**src/verilog/timer16_defs.svh**
```systemverilog
// Register offsets, field positions, reset values and timing counts of the timer
`ifndef TIMER16_DEFS_SVH
`define TIMER16_DEFS_SVH

`define TMR_OFS_MODE      8'h00
`define TMR_OFS_CAPCTL    8'h04
`define TMR_OFS_PRESC     8'h08
`define TMR_OFS_COUNT     8'h0C
`define TMR_OFS_CAPCMP_A  8'h10
`define TMR_OFS_CAPCMP_B  8'h14
`define TMR_OFS_STATUS    8'h18

`define TMR_MODE_RUN_LO   0
`define TMR_MODE_RUN_HI   1
`define TMR_MODE_OS_EN    2
`define TMR_MODE_OS_TRIG  3

`define TMR_CAPCTL_A_CAP  0
`define TMR_CAPCTL_REV    1
`define TMR_CAPCTL_B_CAP  2

`define TMR_PRESC_SEL_LO  0
`define TMR_PRESC_SEL_HI  1
`define TMR_PRESC_EA_LO   2
`define TMR_PRESC_EA_HI   3
`define TMR_PRESC_EB_LO   4
`define TMR_PRESC_EB_HI   5

`define TMR_STAT_WRAP     0
`define TMR_STAT_PULSE    1

`define TMR_CNT_RST       16'h0000
`define TMR_CNT_MAX       16'hFFFF
`define TMR_CNT_ONE       16'h0001
`define TMR_PRE_RST       4'h0
`define TMR_PRE_DIV4      4'h3
`define TMR_PRE_DIV16     4'hF
`define TMR_PRE_ONE       4'h1
`define TMR_RDATA_RST     32'h0000_0000

`endif

```
**src/verilog/timer16_pkg.sv**
```systemverilog
// Types shared by the timer and its input filter
package timer16_pkg;

  typedef enum logic [1:0] {
    RUN_STOP  = 2'b00,
    RUN_FREE  = 2'b01,
    RUN_EDGE  = 2'b10,
    RUN_MATCH = 2'b11
  } run_mode_t;

  typedef enum logic [1:0] {
    CLK_DIV1  = 2'b00,
    CLK_DIV4  = 2'b01,
    CLK_DIV16 = 2'b10,
    CLK_PIN_A = 2'b11
  } clk_sel_t;

  typedef enum logic [1:0] {
    EDGE_FALL = 2'b00,
    EDGE_RISE = 2'b01,
    EDGE_NONE = 2'b10,
    EDGE_BOTH = 2'b11
  } edge_sel_t;

  typedef enum logic [1:0] {
    OS_IDLE   = 2'b00,
    OS_WAIT   = 2'b01,
    OS_ACTIVE = 2'b10
  } os_state_t;

  typedef struct packed {
    logic        last;
    logic        stable;
    logic        rise;
    logic        fall;
  } filt_state_t;

  typedef struct packed {
    logic [15:0] count;
    logic [15:0] capcmp_a;
    logic [15:0] capcmp_b;
    run_mode_t   mode;
    logic        os_en;
    logic        a_cap;
    logic        rev_sel;
    logic        b_cap;
    clk_sel_t    clk_sel;
    edge_sel_t   edge_a;
    edge_sel_t   edge_b;
    logic        wrap_flag;
    logic        wrap_hold;
    logic [3:0]  presc;
    logic        pend_a;
    logic        pend_b;
    logic        irq_a;
    logic        irq_b;
    os_state_t   os;
    logic        pulse;
    logic        started;
    logic [1:0]  sync_a;
    logic [1:0]  sync_b;
    logic        dp_write;
    logic [7:0]  dp_addr;
    logic [31:0] rdata;
  } tmr_state_t;

endpackage
```
**src/verilog/edge_filter.sv**
```systemverilog
// Two-sample noise filter with rising and falling edge pulses
`timescale 1ns/1ns
module edge_filter
  import timer16_pkg::*;
(
  input  wire logic i_clk,
  input  wire logic i_srst,
  input  wire logic i_level,
  input  wire logic i_sample,
  input  wire logic i_track,
  input  wire logic i_report,
  output logic      o_rise,
  output logic      o_fall
);

  filt_state_t st_reg;
  filt_state_t st_next;

  always_comb
  begin
    st_next      = st_reg;
    st_next.rise = 1'b0;
    st_next.fall = 1'b0;
    if (i_sample && i_track)
    begin
      st_next.last = i_level;
      // Level must match on two samples in a row before it counts
      if ((i_level == st_reg.last) && (i_level != st_reg.stable))
      begin
        st_next.stable = i_level;
        // Tracking while stopped keeps an old high level from looking new
        st_next.rise   = i_report & i_level;
        st_next.fall   = i_report & ~i_level;
      end
    end
  end

  always_ff @(posedge i_clk)
  begin
    if (i_srst)
      st_reg <= '0;
    else
      st_reg <= st_next;
  end

  assign o_rise = st_reg.rise;
  assign o_fall = st_reg.fall;

endmodule

```
**src/verilog/timer16_capture_overflow.sv**
```systemverilog
// 16-bit timer with two capture/compare registers, AHB-Lite register slave
//
// Behaviour
// - Capture completes even during a register read
// - Valid trigger edge raises capture interrupt
// - Capture registers undefined after stop
// - Counter wrap sets wrap flag
// - Match-clear at FFFFH also sets wrap flag
// - Clear before next count clock is ignored
// - One-shot only in free or edge-clear mode
// - Pin A as count clock disables its captures
// - Capture on tick, interrupt on next tick
// - Reverse-phase capture into A raises nothing
// - Reverse mode: pin B edge is external interrupt
// - First start after reset sees high as rising
// - Restart never reports held high as rising, except on pin B with pin A as count clock
// - Pin A sampled by clock or count tick
// - Edge needs two equal consecutive samples
// - Trigger pins ignored while stopped
//
// Register access over AHB-Lite and the placing of the registers were decided locally.
`timescale 1ns/1ns
`include "timer16_defs.svh"
module timer16_capture_overflow
  import timer16_pkg::*;
(
  input  wire logic        i_clk,
  input  wire logic        i_srst,
  input  wire logic        i_hsel,
  input  wire logic [31:0] i_haddr,
  input  wire logic [1:0]  i_htrans,
  input  wire logic        i_hwrite,
  input  wire logic [2:0]  i_hsize,
  input  wire logic [31:0] i_hwdata,
  input  wire logic        i_hready,
  output logic [31:0]      o_hrdata,
  output logic             o_hreadyout,
  output logic             o_hresp,
  input  wire logic        i_trigger_pin_a,
  input  wire logic        i_trigger_pin_b,
  output logic             o_capcmp_irq_a,
  output logic             o_capcmp_irq_b,
  output logic             o_pulse_out
);

  tmr_state_t st_reg;
  tmr_state_t st_next;

  logic a_rise;
  logic a_fall;
  logic b_rise;
  logic b_fall;

  function automatic logic edge_hit(input edge_sel_t sel, input logic r, input logic f);
    case (sel)
      EDGE_FALL: edge_hit = f;
      EDGE_RISE: edge_hit = r;
      EDGE_BOTH: edge_hit = r | f;
      default:   edge_hit = 1'b0;
    endcase
  endfunction

  function automatic logic [31:0] reg_read(input logic [7:0] addr, input tmr_state_t s);
    reg_read = `TMR_RDATA_RST;
    case (addr)
      `TMR_OFS_MODE:
      begin
        reg_read[`TMR_MODE_RUN_HI:`TMR_MODE_RUN_LO] = s.mode;
        reg_read[`TMR_MODE_OS_EN]                   = s.os_en;
      end
      `TMR_OFS_CAPCTL:
      begin
        reg_read[`TMR_CAPCTL_A_CAP] = s.a_cap;
        reg_read[`TMR_CAPCTL_REV]   = s.rev_sel;
        reg_read[`TMR_CAPCTL_B_CAP] = s.b_cap;
      end
      `TMR_OFS_PRESC:
      begin
        reg_read[`TMR_PRESC_SEL_HI:`TMR_PRESC_SEL_LO] = s.clk_sel;
        reg_read[`TMR_PRESC_EA_HI:`TMR_PRESC_EA_LO]   = s.edge_a;
        reg_read[`TMR_PRESC_EB_HI:`TMR_PRESC_EB_LO]   = s.edge_b;
      end
      `TMR_OFS_COUNT:    reg_read[15:0] = s.count;
      `TMR_OFS_CAPCMP_A: reg_read[15:0] = s.capcmp_a;
      `TMR_OFS_CAPCMP_B: reg_read[15:0] = s.capcmp_b;
      `TMR_OFS_STATUS:
      begin
        reg_read[`TMR_STAT_WRAP]  = s.wrap_flag;
        reg_read[`TMR_STAT_PULSE] = s.pulse;
      end
      default:           reg_read = `TMR_RDATA_RST;
    endcase
  endfunction

  logic running;
  logic pin_a_clk;
  logic tick;
  logic sample_a;
  logic a_valid;
  logic a_rev;
  logic b_valid;
  logic addr_ph;
  logic wr_mode;
  logic wr_capctl;
  logic wr_presc;
  logic wr_cap_a;
  logic wr_cap_b;
  logic wr_stat;
  logic cap_a_evt;
  logic cap_b_evt;
  logic ext_a_evt;
  logic match_a;
  logic match_b;
  logic wrap_evt;
  logic os_trig;
  logic os_ok;

  assign running   = (st_reg.mode != RUN_STOP);
  assign pin_a_clk = (st_reg.clk_sel == CLK_PIN_A);

  // Pin A filter runs on the system clock when it is the count clock
  assign sample_a = pin_a_clk ? 1'b1 : tick;

  edge_filter u_filt_a (
    .i_clk    (i_clk),
    .i_srst   (i_srst),
    .i_level  (st_reg.sync_a[1]),
    .i_sample (sample_a),
    .i_track  (running | st_reg.started),
    .i_report (running),
    .o_rise   (a_rise),
    .o_fall   (a_fall)
  );

  edge_filter u_filt_b (
    .i_clk    (i_clk),
    .i_srst   (i_srst),
    .i_level  (st_reg.sync_b[1]),
    .i_sample (tick),
    .i_track  (running | st_reg.started),
    .i_report (running),
    .o_rise   (b_rise),
    .o_fall   (b_fall)
  );

  always_comb
  begin
    // Free-running prescaler; pin A edges replace it when selected
    case (st_reg.clk_sel)
      CLK_DIV1:  tick = 1'b1;
      CLK_DIV4:  tick = (st_reg.presc[1:0] == `TMR_PRE_DIV4);
      CLK_DIV16: tick = (st_reg.presc == `TMR_PRE_DIV16);
      CLK_PIN_A: tick = edge_hit(st_reg.edge_a, a_rise, a_fall);
      default:   tick = 1'b0;
    endcase
  end

  assign a_valid = edge_hit(st_reg.edge_a, a_rise, a_fall);
  assign a_rev   = (st_reg.edge_a == EDGE_RISE) ? a_fall :
                   (st_reg.edge_a == EDGE_FALL) ? a_rise : 1'b0;
  assign b_valid = edge_hit(st_reg.edge_b, b_rise, b_fall);

  assign addr_ph   = i_hsel & i_hready & i_htrans[1];
  assign wr_mode   = st_reg.dp_write && (st_reg.dp_addr == `TMR_OFS_MODE);
  assign wr_capctl = st_reg.dp_write && (st_reg.dp_addr == `TMR_OFS_CAPCTL);
  assign wr_presc  = st_reg.dp_write && (st_reg.dp_addr == `TMR_OFS_PRESC);
  assign wr_cap_a  = st_reg.dp_write && (st_reg.dp_addr == `TMR_OFS_CAPCMP_A);
  assign wr_cap_b  = st_reg.dp_write && (st_reg.dp_addr == `TMR_OFS_CAPCMP_B);
  assign wr_stat   = st_reg.dp_write && (st_reg.dp_addr == `TMR_OFS_STATUS);

  // Captures fed by pin A would sample a count that pin A itself moves
  assign cap_a_evt = running & st_reg.a_cap &
                     (st_reg.rev_sel ? (a_rev & ~pin_a_clk) : b_valid);
  assign ext_a_evt = running & st_reg.a_cap & st_reg.rev_sel & b_valid;
  assign cap_b_evt = running & st_reg.b_cap & a_valid & ~pin_a_clk;

  assign match_a  = running & tick & ~st_reg.a_cap & (st_reg.count == st_reg.capcmp_a);
  assign match_b  = running & tick & ~st_reg.b_cap & (st_reg.count == st_reg.capcmp_b);
  assign wrap_evt = running & tick & (st_reg.count == `TMR_CNT_MAX);

  assign os_ok   = (st_reg.mode == RUN_FREE) || (st_reg.mode == RUN_EDGE);
  assign os_trig = st_reg.os_en & os_ok & (st_reg.os == OS_IDLE) &
                   ((wr_mode & i_hwdata[`TMR_MODE_OS_TRIG]) |
                    ((st_reg.mode == RUN_EDGE) & a_valid));

  always_comb
  begin
    st_next        = st_reg;
    st_next.irq_a  = 1'b0;
    st_next.irq_b  = 1'b0;
    st_next.sync_a = {st_reg.sync_a[0], i_trigger_pin_a};
    st_next.sync_b = {st_reg.sync_b[0], i_trigger_pin_b};
    st_next.presc  = st_reg.presc + `TMR_PRE_ONE;

    // Register writes land in the data phase after the address phase
    st_next.dp_write = addr_ph & i_hwrite;
    st_next.dp_addr  = i_haddr[7:0];
    if (addr_ph && !i_hwrite)
      st_next.rdata = reg_read(i_haddr[7:0], st_reg);

    if (wr_mode)
    begin
      st_next.mode  = run_mode_t'(i_hwdata[`TMR_MODE_RUN_HI:`TMR_MODE_RUN_LO]);
      st_next.os_en = i_hwdata[`TMR_MODE_OS_EN];
    end
    if (wr_capctl)
    begin
      st_next.a_cap   = i_hwdata[`TMR_CAPCTL_A_CAP];
      st_next.rev_sel = i_hwdata[`TMR_CAPCTL_REV];
      st_next.b_cap   = i_hwdata[`TMR_CAPCTL_B_CAP];
    end
    // Edge select taken as written; software keeps the timer stopped
    if (wr_presc)
    begin
      st_next.clk_sel = clk_sel_t'(i_hwdata[`TMR_PRESC_SEL_HI:`TMR_PRESC_SEL_LO]);
      st_next.edge_a  = edge_sel_t'(i_hwdata[`TMR_PRESC_EA_HI:`TMR_PRESC_EA_LO]);
      st_next.edge_b  = edge_sel_t'(i_hwdata[`TMR_PRESC_EB_HI:`TMR_PRESC_EB_LO]);
    end
    if (wr_cap_a)
      st_next.capcmp_a = i_hwdata[15:0];
    if (wr_cap_b)
      st_next.capcmp_b = i_hwdata[15:0];

    if (running)
      st_next.started = 1'b1;

    if (!running)
    begin
      // Stopped: count held at zero, no pending events; capture values kept
      st_next.count     = `TMR_CNT_RST;
      st_next.pend_a    = 1'b0;
      st_next.pend_b    = 1'b0;
      st_next.wrap_hold = 1'b0;
      st_next.os        = OS_IDLE;
      st_next.pulse     = 1'b0;
    end
    else
    begin
      if (tick)
      begin
        if ((st_reg.mode == RUN_MATCH) && (st_reg.count == st_reg.capcmp_a))
          st_next.count = `TMR_CNT_RST;
        else
          st_next.count = st_reg.count + `TMR_CNT_ONE;
        st_next.wrap_hold = 1'b0;
        // Interrupts of captures taken since the last tick go out now
        st_next.irq_a  = st_reg.pend_a | match_a;
        st_next.irq_b  = st_reg.pend_b | match_b;
        st_next.pend_a = 1'b0;
        st_next.pend_b = 1'b0;
      end
      if ((st_reg.mode == RUN_EDGE) && a_valid)
        st_next.count = `TMR_CNT_RST;
      if (wrap_evt)
        st_next.wrap_hold = 1'b1;

      // Reverse-phase capture into A queues no interrupt
      if (cap_a_evt)
      begin
        st_next.capcmp_a = st_reg.count;
        if (!st_reg.rev_sel)
          st_next.pend_a = 1'b1;
      end
      if (ext_a_evt)
        st_next.pend_a = 1'b1;
      if (cap_b_evt)
      begin
        st_next.capcmp_b = st_reg.count;
        st_next.pend_b   = 1'b1;
      end

      case (st_reg.os)
        OS_IDLE:
        begin
          if (os_trig)
            st_next.os = OS_WAIT;
        end
        OS_WAIT:
        begin
          if (tick && (st_reg.count == st_reg.capcmp_b))
          begin
            st_next.os    = OS_ACTIVE;
            st_next.pulse = 1'b1;
          end
        end
        OS_ACTIVE:
        begin
          if (tick && (st_reg.count == st_reg.capcmp_a))
          begin
            st_next.os    = OS_IDLE;
            st_next.pulse = 1'b0;
          end
        end
        default:
        begin
          st_next.os    = OS_IDLE;
          st_next.pulse = 1'b0;
        end
      endcase
      if (!os_ok)
      begin
        st_next.os    = OS_IDLE;
        st_next.pulse = 1'b0;
      end
    end

    // Clear only outside the hold window; a fresh wrap always wins
    if (wr_stat && !i_hwdata[`TMR_STAT_WRAP] && !st_reg.wrap_hold)
      st_next.wrap_flag = 1'b0;
    if (wrap_evt)
      st_next.wrap_flag = 1'b1;
  end

  always_ff @(posedge i_clk)
  begin
    // All-zero state is stopped, undivided clock, falling edges
    if (i_srst)
      st_reg <= '0;
    else
      st_reg <= st_next;
  end

  // Zero wait states; every access completes OKAY
  assign o_hreadyout    = 1'b1;
  assign o_hresp        = 1'b0;
  assign o_hrdata       = st_reg.rdata;
  assign o_capcmp_irq_a = st_reg.irq_a;
  assign o_capcmp_irq_b = st_reg.irq_b;
  assign o_pulse_out    = st_reg.pulse;

endmodule

```
**config.mk**
```make
export PLATFORM = sky130hd
export DESIGN_NAME = timer16_capture_overflow
export DESIGN_NICKNAME = d
export VERILOG_FILES = /design/src/verilog/timer16_pkg.sv /design/src/verilog/edge_filter.sv /design/src/verilog/timer16_capture_overflow.sv
export VERILOG_INCLUDE_DIRS = /design/src /design/src/verilog
export SDC_FILE = /design/constraint.sdc
export NUM_CORES = 1
export LEC_CHECK = 0
export BUFFER_PORTS_ARGS = -buffer_cell sky130_fd_sc_hd__buf_2
export CORE_MARGIN = 8
export CORE_UTILIZATION = 54
export CTS_BUF_LIST = sky130_fd_sc_hd__clkbuf_2 sky130_fd_sc_hd__clkbuf_4 sky130_fd_sc_hd__clkbuf_8
export CTS_CLUSTER_DIAMETER = 60
export CTS_CLUSTER_SIZE = 25
export DETAILED_ROUTE_END_ITERATION = 8
export GPL_TIMING_DRIVEN = 0
export HOLD_SLACK_MARGIN = 0.06
export PLACE_DENSITY = 0.88
export SYNTH_ARGS = -nofsm -noshare
export SYNTH_HDL_FRONTEND = slang
export SYNTH_SLANG_ARGS = --single-unit
export TNS_END_PERCENT = 30
```
**constraint.sdc**
```tcl
create_clock -name i_clk -period 4.9 [get_ports i_clk]
set_input_delay 0.245 -clock i_clk [delete_from_list [all_inputs] [get_ports i_clk]]
set_output_delay 0.245 -clock i_clk [all_outputs]
set_load 0.1 [all_outputs]
```
Yosys cells after proc, flatten, opt, wreduce, memory -nomap -nowiden
Cells that the tools add are included.

Bits in registers: 111. Output and inout port bits: 37. Word-level logic and storage cells: 188.

$add $sub $neg: 2. Equality and inequality tests: 35. Mux-type cells: 31. Bitwise operators: 45. Reductions and logical operators: 41.

Operators by type and width (number): $mux W16 (5); $eq A8 B5 Y1 const B (6); $eq A16 B16 Y1 (2); $mux W32 (1); $pmux W10 S3 (1); $and A1 B1 Y1 (26); $eq A8 B4 Y1 const B (3); $logic_and A1 B1 Y1 (17); $add A16 B1 Y16 const B (1); $eq A16 B16 Y1 const B (1); $eq A2 B2 Y1 const B (8); $eq A8 B3 Y1 const B (2); $logic_not A8 Y1 (2); $reduce_or A3 Y1 (5); $pmux W2 S7 (1); $not A1 Y1 (13); $mux W1 (12); $pmux W3 S4 (1); $eq A2 B1 Y1 const B (5); $pmux W1 S3 (3); $logic_not A2 Y1 (4); $reduce_bool A2 Y1 (4); $mux W3 (2); $ne A2 B2 Y1 const B (3); 15 further kinds (26).

Depth between registers and ports, before layout
Depth in word-level cells: 11. Mapped depth: 8. Gate-level depth less buffers: 7.

Modules after synthesis
From an unflattened synthesis, not the netlist that was laid out.

Cell total of the unflattened synthesis: 630. Area total of the unflattened synthesis: 5805.6 um2.

Modules (own cells, without submodules): timer16_capture_overflow (times used 1, cells each 600, area each 5485.3 um2, seq. area each 2062.0 um2); edge_filter (times used 2, cells each 15, area each 160.2 um2, seq. area each 80.1 um2).

Worst setup path after synthesis
OpenSTA, ideal clock, no wires.

Path type: register to register. Start point: register st_reg[62] (netlist name). End point: register st_reg[58] (netlist name). Library setup time: 0.071 ns. Arrival time: 1.862 ns. Required time: 4.829 ns. Slack: 2.968 ns. Stages on the path, launching flop included: 8. Buffers on the path: 2. Clock period less this slack: 1.932 ns. Cell sequence: dfxtp_1 -> nand2b_4 -> a221o_1 -> buf_6 -> and2_1 -> buf_6 -> or4_4 -> a21oi_1.

Cells in the longest elaborated chain, start to end: 6.

Ends and longest elaborated chain: from (decl) (line timer16_capture_overflow.sv:46) `tmr_state_t st_reg;`; from (signal assigned) (line timer16_capture_overflow.sv:320) `st_reg <= st_next;`; $eq A2 B2 Y1, or another cell as far along (line timer16_capture_overflow.sv:55) `case (sel)`; $pmux W1 S3 * (line timer16_capture_overflow.sv:55); $pmux W1 S4 * (line timer16_capture_overflow.sv:149) `case (st_reg.clk_sel)`; $and A1 B1 Y1 * (2 in series) (line timer16_capture_overflow.sv:179) `` assign wrap_evt = running & tick & (st_reg.count == `TMR_CNT_MAX); ``; $mux W1 or $reduce_bool A2 Y1 (tied branches).

Mark *: on every way between the ends. The rest lies on a longest branch, timed or not. A chain may end at the register's enable or synchronous reset.

Worst setup path in the final report
Start point: register st_reg[103] (netlist name). End point: register st_reg[105] (netlist name).

Cells in the longest elaborated chain, start to end: 3.

Ends and longest elaborated chain: parallel branches: the longest is 2 deep, another holds $add A16 B1 Y16; $mux W16 * (line timer16_capture_overflow.sv:241) `if ((st_reg.mode == RUN_MATCH) && (st_reg.count == st_reg.capcmp_a))`.

Mark *: on every way between the ends.

==> results.yml <==
outcome:
  status: "finished, final reports clean"
power:
  p_switching_uw: 433
  intPower_mw: 1.19
  pwr-share-comb_pct: 8.5
  swShare_pct: 26.7
  clockPowerShare_pct: 35.0
  pwr-share-seq_pct: 56.5
  ir_drop_uv: 125
  power.leakage_nw: 2.73
  cellPowerDensity_nw_per_um2: 254
yosys:
  synthArstFlopShare_pct: 0
  syn_avg_cell_area_um2: 9.03
  synth_cell_type_count: 64
  synth.cell_area_um2: 5700
  synth-edff-count: 0
  syn_inst: 631
  ys_seq_area_share_pct: 39.0
  yosys_register_bits: 111
  synth_top_flop_cell: "dfxtp_1"
  ys_warn_count: 0
critical_path:
  cp_slowest_stage_delay_ns: 0.49
  startpoint: "st_reg[103]$_SDFFE_PP0P_"
  worst_path_max_delay_cell: "o31ai_4"
  crit_fanout: 10
  crit_family: "simple AND/OR/NAND/NOR gates"
  worst_ep_required_time_ns: 5.16
  arrival_ns: 2.92
  crit_buf_inv: 2
  cp-end-kind: "flop"
  r2r-start: "st_reg[103]$_SDFFE_PP0P_"
  crit_type: "flop to flop"
  crit_chain: "clkbuf_1, xor2_1, nor4_1, nand4_1, o31ai_4, buf_2, nor2_1"
  start_kind: "flop"
clock_network:
  cts_hold_buf: 0
  cts_tree: "built"
  cts_setup_buffers: 0
  clk_latency_ns: 0.38
  htree_levels: 3
  path_clk_slew_ns: 0.10
  cts_root_buffer: "clkbuf_8"
  cts_buffers: 9
  cts_resized: 0
  clockBufferDepth: 2
  cts_sinks: 111
floorplan:
  die_w_um: 119
  initial_utilization_pct: 55.4
  io_pins: 113
  core_area_um2: 10300
  rows: 37
  dieArea_um2: 14100
  die_h_um: 119
sta:
  final-setup-viol-count: 0
  grt_setup_unrepaired: "no"
  finalHoldViolCount: 0
  worst_slack_ns: 2.24
  worst_pin_slew_ns: 0.711
  relSlewSlack_pct: 52.6
  period_minus_slack_ns: 2.66
  fin_tns_setup_ns: 0
  slew_viol_final: 0
  period_share_pct: 54.3
  skew_ns: 0.0182
  timing.hold.ws_ns: 0.0779
  fmax_mhz: 376
placed_design:
  hpwlAfterDp_um: 11100
  place_congestion: 0.898
  pre_cts_slack_ns: 2.37
  detailed_place.area_um2: 6170
  portBuffers: 49
global_route:
  grtUsageTotal_pct: 20.4
  grt_start_max_net_pins: 20
  antenna_found_initial: 0
  grt_pass1_wl_um: 23400
  grt_pass1_vias: 4703
  grt_overflow: 0
cells_and_area:
  nets: 788
  layout-drive-gt1-share_pct: 19.9
  num_antenna_cells: 0
  largest_reg_flops: 82
  syn_to_final_growth_pct: 11.9
  stdcell_area_um2: 6370
worst_hold_path:
  worstHoldPathType: "input port to flop"
  hp-start: "i_trigger_pin_a"
drt:
  dr.first_iter.drc_count: 388
  dr.pass1.iters: 9
  final_antenna_net_count: 0
  finalWirelength_um: 14500
  routed_via_density: 5.71
  wl_per_cell_um: 17.1
  routed-via-count: 4845
  drc_errors: 0
job:
  maxCapViolations: 0
==> per-layer routing <==
layer	wire, um	up-vias	global-route usage, %
li1	-	2333	-
met2	7120	192	35.3
met3	1180	29	4.14
met1	5820	2291	24.2
met4	376	0	8.06
met5	0	-	0
==> stage by stage <==
stage / utilization [%] / power (mW) / instances
3_3_place_gp: 60.1 / 1.07 / 832
3_5_place_dp: 60.1 / 1.07 / 832
4_1_cts: 62.0 / 1.62 / 848
6_report: 62.0 / 1.62 / 848
2_1_floorplan: - / 1.04 / 647
5_1_grt: 62.0 / 1.67 / 848
==> worst paths after layout <==
check,depth (start not counted),slack [ns],endpoint
setup / recovery,7,2.24,st_reg[105]$_SDFFE_PP0P_
hold / removal,2,0.08,st_next[44]$_SDFF_PP0_
setup reg to reg,7,2.24,st_reg[105]$_SDFFE_PP0P_
hold reg to reg,1,0.44,st_reg[42]$_SDFF_PP0_
==> synth_stat cells, drive strengths merged (10+ instances only) <==
cell type  instances  area (um^2)
a21oi             20          100
inv               10         37.5
mux2              18          203
nand2             38          143
a222oi            10          100
dfxtp            111         2220
nor2b             20          125
a211oi            26          195
clkbuf            34          128
xor2              33          289
nor2              72          270
nor4              10         68.8
buf               45          333
o21ai             26          130
mux2i             48          480
==> cell type report <==
| cell class | count | area [um^2] |
|---|---|---|
| clock buffers | 9 | 124 |
| repair buffers | 49 | 245 |
| plain buffers | 79 | 460 |
| clock inverters | 7 | 78.8 |
| flip-flops and latches | 111 | 2220 |
| well taps | 136 | 170 |
| inverters | 10 | 37.5 |
| fillers | 889 | 3900 |
| multi-input cells | 447 | 3040 |
==> logic make-up after synthesis <==
| group | synth area share, % |
|---|---|
| simple gates | 18.0 |
| compound gates | 14.6 |
| flops | 39.0 |
| buf+inv | 8.74 |
| mux | 12.0 |
| xor+xnor | 6.46 |
| fa+ha+maj | 1.10 |
| other cells | 0.132 |
==> placed cells by master (no fill, tap or decap), types with 10 or more instances in the layout <==
cell type  netlist  layout
buf_4           38      38
dfxtp_1        111     111
mux2_2          18      18
inv_1           10      10
clkbuf_1        34      34
a211oi_1        26      26
o21ai_0         24      24
a21oi_1         20      20
mux2i_1         48      48
nor2_1          72      72
conb_1           2      18
buf_2            5      54
nor2b_1         20      20
xor2_1          33      33
a222oi_1        10      10
nand2_1         38      38
==> power groups by stage <==
stage	combinational (mW)	sequential [mW]	clock, mW
after floorplan	0.105	0.934	0
after global placement	0.134	0.935	0
after detailed placement	0.136	0.935	0
after CTS	0.136	0.914	0.571
after global routing	0.146	0.916	0.611
final	0.138	0.914	0.567
(Power assumes the default switching activity.)
